==> src/include/aocr_pkg.sv <==
package aocr_pkg;
  // -------------------------------------------------------------------------
  // register page and offsets
  // -------------------------------------------------------------------------
  localparam logic [7:0] PAGE_CFG = 8'h00;
  localparam logic [7:0] OFS_INPUT_SETUP = 8'h3C;
  localparam logic [7:0] OFS_ANALOG_GAIN = 8'h3D;
  localparam logic [7:0] OFS_DIGITAL_VOLUME = 8'h3E;
  localparam logic [7:0] OFS_CALIBRATION = 8'h3F;
  // -------------------------------------------------------------------------
  // reset values
  // -------------------------------------------------------------------------
  localparam logic [7:0] RST_INPUT_SETUP = 8'h00;
  localparam logic [7:0] RST_ANALOG_GAIN = 8'h00;
  localparam logic [7:0] RST_DIGITAL_VOLUME = 8'hC9;
  localparam logic [7:0] RST_CALIBRATION = 8'h80;
  // -------------------------------------------------------------------------
  // writable bit masks, reserved bits clear
  // -------------------------------------------------------------------------
  localparam logic [7:0] MASK_INPUT_SETUP = 8'hFD;
  localparam logic [7:0] MASK_ANALOG_GAIN = 8'hFC;
  localparam logic [7:0] MASK_DIGITAL_VOLUME = 8'hFF;
  localparam logic [7:0] MASK_CALIBRATION = 8'hF0;
  // -------------------------------------------------------------------------
  // field positions
  // -------------------------------------------------------------------------
  localparam int POS_KIND = 7;
  localparam int POS_SRC_HI = 6;
  localparam int POS_SRC_LO = 5;
  localparam int POS_COUPLING = 4;
  localparam int POS_IMP_HI = 3;
  localparam int POS_IMP_LO = 2;
  localparam int POS_BOOST = 0;
  localparam int POS_GAIN_HI = 7;
  localparam int POS_GAIN_LO = 2;
  localparam int POS_TRIM_HI = 7;
  localparam int POS_TRIM_LO = 4;
  localparam int POS_MODE_BIT = 3;
  // -------------------------------------------------------------------------
  // codes
  // -------------------------------------------------------------------------
  localparam logic [1:0] SRC_ANALOG_DIFF = 2'h0;
  localparam logic [1:0] SRC_ANALOG_SE = 2'h1;
  localparam logic [1:0] SRC_PDM = 2'h2;
  localparam logic [1:0] IMP_RESERVED = 2'h3;
  localparam logic [5:0] GAIN_MAX = 6'h2A;
  localparam logic [7:0] VOL_MUTE = 8'h00;
  typedef enum logic [1:0] {
    AOCR_PATH_ANALOG = 2'b01,
    AOCR_PATH_PDM = 2'b10
  } aocr_path_t;
endpackage

==> src/include/aocr_cfg_if.sv <==
`timescale 1ns/10ps
interface aocr_cfg_if;
  logic [7:0] setup;
  logic [7:0] gain;
  logic [7:0] volume;
  logic [7:0] calib;
  modport bank (output setup, output gain, output volume, output calib);
  modport user (input setup, input gain, input volume, input calib);
endinterface

==> src/rtl/aocr_decode.sv <==
`timescale 1ns/10ps
module aocr_decode
(
  input wire logic clk_in,
  input wire logic rst_in,
  aocr_cfg_if.user cfg,
  input wire logic mode_bit_in,
  output logic [1:0] path_out,
  output logic kind_line_out,
  output logic dc_coupled_out,
  output logic [1:0] impedance_out,
  output logic range_enhancer_on_out,
  output logic level_control_on_out,
  output logic [5:0] gain_db_out,
  output logic mute_out,
  output logic [7:0] volume_code_out,
  output logic [3:0] trim_code_out
);
  typedef struct packed {
    logic [1:0] path;
    logic kind_line;
    logic dc;
    logic [1:0] imp;
    logic range_enhancer;
    logic alc;
    logic [5:0] gain;
    logic mute;
    logic [7:0] vol;
    logic [3:0] trim;
  } aocr_dec_t;
  aocr_dec_t st_r;
  aocr_dec_t st_nxt;
  logic [1:0] src;
  logic analog;
  // -------------------------------------------------------------------------
  // datapath steering
  // -------------------------------------------------------------------------
  always_comb
  begin
    src = cfg.setup[aocr_pkg::POS_SRC_HI:aocr_pkg::POS_SRC_LO];
    analog = (src == aocr_pkg::SRC_ANALOG_DIFF) || (src == aocr_pkg::SRC_ANALOG_SE);
    st_nxt = st_r;
    // reserved source code drives neither path
    st_nxt.path = analog ? aocr_pkg::AOCR_PATH_ANALOG :
      (src == aocr_pkg::SRC_PDM) ? aocr_pkg::AOCR_PATH_PDM : 2'h0;
    st_nxt.kind_line = cfg.setup[aocr_pkg::POS_KIND];
    // coupling and impedance only matter on analog inputs
    st_nxt.dc = analog & cfg.setup[aocr_pkg::POS_COUPLING];
    st_nxt.imp = analog ? cfg.setup[aocr_pkg::POS_IMP_HI:aocr_pkg::POS_IMP_LO] : 2'h0;
    st_nxt.range_enhancer = cfg.setup[aocr_pkg::POS_BOOST] & ~mode_bit_in;
    st_nxt.alc = cfg.setup[aocr_pkg::POS_BOOST] & mode_bit_in;
    st_nxt.gain = cfg.gain[aocr_pkg::POS_GAIN_HI:aocr_pkg::POS_GAIN_LO];
    // reserved gain codes clamp to the top step, a safe choice
    if (st_nxt.gain > aocr_pkg::GAIN_MAX)
    begin
      st_nxt.gain = aocr_pkg::GAIN_MAX;
    end
    st_nxt.mute = (cfg.volume == aocr_pkg::VOL_MUTE);
    st_nxt.vol = cfg.volume;
    st_nxt.trim = cfg.calib[aocr_pkg::POS_TRIM_HI:aocr_pkg::POS_TRIM_LO];
  end
  always_ff @(posedge clk_in or posedge rst_in)
  begin
    if (rst_in)
    begin
      st_r <= '0;
      st_r.path <= aocr_pkg::AOCR_PATH_ANALOG;
      st_r.vol <= aocr_pkg::RST_DIGITAL_VOLUME;
      st_r.trim <= aocr_pkg::RST_CALIBRATION[aocr_pkg::POS_TRIM_HI:aocr_pkg::POS_TRIM_LO];
    end
    else
    begin
      st_r <= st_nxt;
    end
  end
  assign path_out = st_r.path;
  assign kind_line_out = st_r.kind_line;
  assign dc_coupled_out = st_r.dc;
  assign impedance_out = st_r.imp;
  assign range_enhancer_on_out = st_r.range_enhancer;
  assign level_control_on_out = st_r.alc;
  assign gain_db_out = st_r.gain;
  assign mute_out = st_r.mute;
  assign volume_code_out = st_r.vol;
  assign trim_code_out = st_r.trim;
endmodule // aocr_decode

==> src/rtl/aocr_regs.sv <==
`timescale 1ns/10ps
// Notes on behaviour
// bit 7 picks microphone or line input
// bits 6-5 pick differential, single-ended or PDM
// software disables channel-one pins for analog
// software sets pins for PDM data, clock
// bit 4 picks AC or DC, analog only
// bits 3-2 pick input impedance
// bit 0 enables enhancer or level control
// gain code 0 to 42 in dB
// volume code zero mutes output
// volume codes 1-255 in half-dB steps
// volume register resets to C9h
// setup register at 3Ch resets zero
// gain register at 3Dh resets zero
// calibration register at 3Fh resets 80h
// upper nibble trims gain, 8 is zero
// reserved bits read zero, ignore writes
// software avoids writing reserved codes
module aocr_regs
(
  input wire logic CORE_CLK_IN,
  input wire logic SYS_RST_IN,
  input wire logic [7:0] REG_PAGE_IN,
  input wire logic [7:0] REG_ADDR_IN,
  input wire logic REG_WR_IN,
  input wire logic [7:0] REG_WDATA_IN,
  output logic [7:0] REG_RDATA_OUT,
  output logic REG_HIT_OUT,
  input wire logic GLOBAL_RANGE_MODE_IN,
  output logic [1:0] PATH_OUT,
  output logic KIND_LINE_OUT,
  output logic DC_COUPLED_OUT,
  output logic [1:0] IMPEDANCE_OUT,
  output logic RANGE_ENHANCER_ON_OUT,
  output logic LEVEL_CONTROL_ON_OUT,
  output logic [5:0] GAIN_DB_OUT,
  output logic MUTE_OUT,
  output logic [7:0] VOLUME_CODE_OUT,
  output logic [3:0] TRIM_CODE_OUT
);
  typedef struct packed {
    logic [7:0] setup;
    logic [7:0] gain;
    logic [7:0] volume;
    logic [7:0] calib;
  } aocr_bank_t;
  aocr_bank_t st_r;
  aocr_bank_t st_nxt;
  aocr_cfg_if cfg_bus ();
  // -------------------------------------------------------------------------
  // address decode
  // -------------------------------------------------------------------------
  function automatic logic at_ofs(input logic [7:0] page, input logic [7:0] addr,
                                  input logic [7:0] ofs);
    at_ofs = (page == aocr_pkg::PAGE_CFG) && (addr == ofs);
  endfunction
  // -------------------------------------------------------------------------
  // write path
  // -------------------------------------------------------------------------
  always_comb
  begin
    st_nxt = st_r;
    if (REG_WR_IN)
    begin
      // reserved bits masked off on every write
      if (at_ofs(REG_PAGE_IN, REG_ADDR_IN, aocr_pkg::OFS_INPUT_SETUP))
      begin
        st_nxt.setup = REG_WDATA_IN & aocr_pkg::MASK_INPUT_SETUP;
      end
      if (at_ofs(REG_PAGE_IN, REG_ADDR_IN, aocr_pkg::OFS_ANALOG_GAIN))
      begin
        st_nxt.gain = REG_WDATA_IN & aocr_pkg::MASK_ANALOG_GAIN;
      end
      if (at_ofs(REG_PAGE_IN, REG_ADDR_IN, aocr_pkg::OFS_DIGITAL_VOLUME))
      begin
        st_nxt.volume = REG_WDATA_IN & aocr_pkg::MASK_DIGITAL_VOLUME;
      end
      if (at_ofs(REG_PAGE_IN, REG_ADDR_IN, aocr_pkg::OFS_CALIBRATION))
      begin
        st_nxt.calib = REG_WDATA_IN & aocr_pkg::MASK_CALIBRATION;
      end
    end
  end
  always_ff @(posedge CORE_CLK_IN or posedge SYS_RST_IN)
  begin
    if (SYS_RST_IN)
    begin
      st_r.setup <= aocr_pkg::RST_INPUT_SETUP;
      st_r.gain <= aocr_pkg::RST_ANALOG_GAIN;
      st_r.volume <= aocr_pkg::RST_DIGITAL_VOLUME;
      st_r.calib <= aocr_pkg::RST_CALIBRATION;
    end
    else
    begin
      st_r <= st_nxt;
    end
  end
  // -------------------------------------------------------------------------
  // read path, combinational; unmapped reads zero
  // -------------------------------------------------------------------------
  always_comb
  begin
    REG_RDATA_OUT = 8'h00;
    REG_HIT_OUT = 1'b1;
    if (at_ofs(REG_PAGE_IN, REG_ADDR_IN, aocr_pkg::OFS_INPUT_SETUP))
    begin
      REG_RDATA_OUT = st_r.setup;
    end
    else if (at_ofs(REG_PAGE_IN, REG_ADDR_IN, aocr_pkg::OFS_ANALOG_GAIN))
    begin
      REG_RDATA_OUT = st_r.gain;
    end
    else if (at_ofs(REG_PAGE_IN, REG_ADDR_IN, aocr_pkg::OFS_DIGITAL_VOLUME))
    begin
      REG_RDATA_OUT = st_r.volume;
    end
    else if (at_ofs(REG_PAGE_IN, REG_ADDR_IN, aocr_pkg::OFS_CALIBRATION))
    begin
      REG_RDATA_OUT = st_r.calib;
    end
    else
    begin
      REG_HIT_OUT = 1'b0;
    end
  end
  assign cfg_bus.setup = st_r.setup;
  assign cfg_bus.gain = st_r.gain;
  assign cfg_bus.volume = st_r.volume;
  assign cfg_bus.calib = st_r.calib;
  // -------------------------------------------------------------------------
  // datapath controls; pin muxing left to software
  // -------------------------------------------------------------------------
  aocr_decode u_decode
  (
    .clk_in(CORE_CLK_IN),
    .rst_in(SYS_RST_IN),
    .cfg(cfg_bus.user),
    .mode_bit_in(GLOBAL_RANGE_MODE_IN),
    .path_out(PATH_OUT),
    .kind_line_out(KIND_LINE_OUT),
    .dc_coupled_out(DC_COUPLED_OUT),
    .impedance_out(IMPEDANCE_OUT),
    .range_enhancer_on_out(RANGE_ENHANCER_ON_OUT),
    .level_control_on_out(LEVEL_CONTROL_ON_OUT),
    .gain_db_out(GAIN_DB_OUT),
    .mute_out(MUTE_OUT),
    .volume_code_out(VOLUME_CODE_OUT),
    .trim_code_out(TRIM_CODE_OUT)
  );
endmodule // aocr_regs

==> config.mk <==
export PLATFORM = sky130hd
export DESIGN_NAME = aocr_regs
export DESIGN_NICKNAME = d
export VERILOG_FILES = /design/src/include/aocr_pkg.sv /design/src/include/aocr_cfg_if.sv /design/src/rtl/aocr_decode.sv /design/src/rtl/aocr_regs.sv
export SDC_FILE = /design/constraint.sdc
export NUM_CORES = 1
export LEC_CHECK = 0
export ABC_AREA = 1
export BUFFER_PORTS_ARGS = -buffer_cell sky130_fd_sc_hd__buf_2
export CAP_MARGIN = 25
export CORE_MARGIN = 10
export CORE_UTILIZATION = 50
export DETAILED_ROUTE_END_ITERATION = 10
export PLACE_DENSITY = 0.88
export SYNTH_ARGS = -nofsm -noshare
export SYNTH_HDL_FRONTEND = slang
export SYNTH_SLANG_ARGS = --single-unit
==> constraint.sdc <==
create_clock -name CORE_CLK_IN -period 1.9 [get_ports CORE_CLK_IN]
set_input_delay 0.19 -clock CORE_CLK_IN [delete_from_list [all_inputs] [get_ports CORE_CLK_IN]]
set_output_delay 0.19 -clock CORE_CLK_IN [all_outputs]
set_load 0.01 [all_outputs]
==> flow_metrics.tcl <==
set metrics [dict create \
    yosys_most_used_dff "dfrtp_1" \
    core-area_um2 4350 \
    stdcell_count 347 \
    synthArstFlopShare 1.00 \
    yosys-top-cells-count "nand2_1 (44), dfrtp_1 (41), inv_1 (31)" \
    start_util 0.516 \
    row_count 24 \
    holdWs_ns 0.0330 \
    syn-num-nets 255 \
    drive_gt1_frac 0.427 \
    crit_path_end_kind "output port" \
    cts_buffer_depth 2 \
    grt_pass1_vias 1763 \
    nets 322 \
    grt_usage 0.145 \
    die_x_um 87.1 \
    yosysTopAreaCell "dfrtp_1" \
    cts_tree "done" \
    ant_nets 0 \
    slew_headroom 0.778 \
    antenna_cells 0 \
    dieArea_um2 7580 \
    postCtsSetupBuffers 0 \
    finalPower_mw 1.86 \
    max_freq_ghz 0.612 \
    root_buffer "clkbuf_8" \
    ys.warnings.count 0 \
    p_leak_nw 1.48 \
    die_y_um 87.1 \
    synth_edf_count 0 \
    fin_setup_tns_ns 0 \
    dr.pass1.iters 4 \
    syn_area_um2 2250 \
    drc 0 \
    wl_um 5220 \
    numCtsBuffers 5 \
    numPortBuffers 63 \
    htreeDepth 2 \
    peakVddDrop_uv 318 \
    cts_resized 0 \
    fin_crit_sh 0.860 \
    place_area_um2 2610 \
    post-route-util 0.623 \
    viasPerCell 5.06 \
    final_cell_area_um2 2710 \
    synthCells 227 \
    maxSlewViolCount 0 \
    synth_area_leaders "dfrtp_1 (46%), dfstp_2 (13%), o21ai_2 (7.8%)" \
    yosysMostFrequentCell "nand2_1" \
    clk_latency_ns 0.31 \
    syn_area_per_cell_um2 9.90 \
    power.density_nw_per_um2 684 \
    dp_slack_ns 0.309 \
    setup_ws_ns 0.266 \
    pin_count 64 \
    crit_required_ns 1.71 \
    cp-start-kind "primary input" \
    critical_path_class "in2out" \
    hold_path_class "in2reg" \
    synth_cell_types 25 \
    grt.overflow.total 0 \
    wl_per_cell_um 15.1 \
    worst_pin_slew_ns 0.332 \
    vias 1756 \
    grt_pass1_wl_um 8750 \
    rsz0062_at_grt "false" \
    setup_viol 0 \
    yosysTopAreaCellShare 0.456 \
    place_hpwl_um 4080 \
    skew_ns 0.00809 \
    area_delta_synth_final_pct 20.6 \
    synth-seq-area-share 0.585 \
    dp.cells 338 \
    grt_max_degree 53 \
    clock_sink_count 52 \
    crit_fanout 16 \
    gp_congestion 0.912 \
    hold_violations 0 \
    period_minus_slack_ns 1.63 \
    cap_violations 0 \
    cp_data_arrival_time_ns 1.44 \
    drt-initial-drc-count 191 \
    antenna_found_initial 0 \
    cts.reportedPaths.clkPinSlew_ns 0.10 \
    status "complete, no violations" \
    ys_seq_elements 52 \
]
state kept, by name, indices dropped and copies added (netlist names):
| name | count |
|---|---|
| cfg_bus.calib | 4 |
| cfg_bus.gain | 6 |
| cfg_bus.setup | 7 |
| cfg_bus.volume | 8 |
| u_decode.dc_coupled_out | 1 |
| u_decode.gain_db_out | 6 |
| u_decode.impedance_out | 2 |
| u_decode.kind_line_out | 1 |
| u_decode.level_control_on_out | 1 |
| u_decode.mute_out | 1 |
| u_decode.path_out | 2 |
| u_decode.range_enhancer_on_out | 1 |
| u_decode.trim_code_out | 4 |
| u_decode.volume_code_out | 8 |
where the power goes:
| group | internal, mW | total [mW] | switching (mW) | leakage (nW) |
|---|---|---|---|---|
| logic | 0.0315 | 0.0927 | 0.0612 | 0.773 |
| registers | 1.11 | 1.11 | 0.000268 | 0.661 |
| clock network | 0.268 | 0.654 | 0.386 | 0.0423 |
| total | 1.41 | 1.86 | 0.448 | 1.48 |
kinds of logic (layout without fill, tap and decap cells):
| group | count (synthesis) | after routing | share of synthesized area |
|---|---|---|---|
| compound gates | 28 | 28 | 0.0985 |
| simple gates | 107 | 107 | 0.238 |
| buf+inv | 40 | 108 | 0.0785 |
| flops | 52 | 52 | 0.585 |
cells in the final DEF, fill, tap and decap left out, drive strengths merged:
cell / instances
nand4: 8
buf: 64
dlygate4sd3: 1
nor3: 2
dfstp: 11
or2: 2
nand2: 53
o21a: 2
clkbuf: 5
inv: 36
nor2: 26
o22ai: 1
o21ai: 25
clkinvlp: 2
nand3: 16
dfrtp: 41
path summary, 6_finish.rpt:
path	from	end	slack [ns]	depth (start not counted)
max	REG_PAGE_IN[1]	REG_RDATA_OUT[4]	0.27	9
min	GLOBAL_RANGE_MODE_IN	u_decode.range_enhancer_on_out$_DFF_PP0_	0.03	2
max reg2reg	cfg_bus.gain[2]$_DFFE_PP0P_	u_decode.gain_db_out[3]$_DFF_PP0_	0.60	7
min reg2reg	cfg_bus.calib[5]$_DFFE_PP0P_	u_decode.trim_code_out[1]$_DFF_PP0_	0.38	0
max in group asynchronous	SYS_RST_IN	u_decode.volume_code_out[7]$_DFF_PP1_	1.16	4
min in group asynchronous	SYS_RST_IN	u_decode.impedance_out[1]$_DFF_PP0_	0.46	4
per-layer routing:
| metal | share of wire | vias to the layer above | track usage | routed length (µm) |
|---|---|---|---|---|
| met5 | 0 | - | 0 | 0 |
| met4 | 0.015 | 0 | 0.0457 | 78 |
| met3 | 0.089 | 9 | 0.0478 | 466 |
| met2 | 0.50 | 66 | 0.236 | 2620 |
| met1 | 0.39 | 836 | 0.178 | 2060 |
| li1 | - | 845 | - | - |
timing repair:
action | CTS | global route
hold buffers | 1 | 0
endpoints found under the setup margin | 0 | 0
hold endpoints to repair | 41 | 0
critical path, cell delays in order:
cell,delay (ns)
buf_2,0.10
nor2_1,0.13
nand2_2,0.11
nor2_8,0.25
nand2_1,0.19
o21ai_0,0.20
inv_1,0.06
nand3_1,0.08
buf_2,0.15
layout make-up:
cell class	count	area (µm²)
clock inverter	3	26.3
timing repair buffer	65	345
clock buffer	5	68.8
sequential	52	1320
tap	52	65.1
multi-input combinational	135	757
inverter	35	134
fill	356	1640
Power figures use the tool's default switching activity.
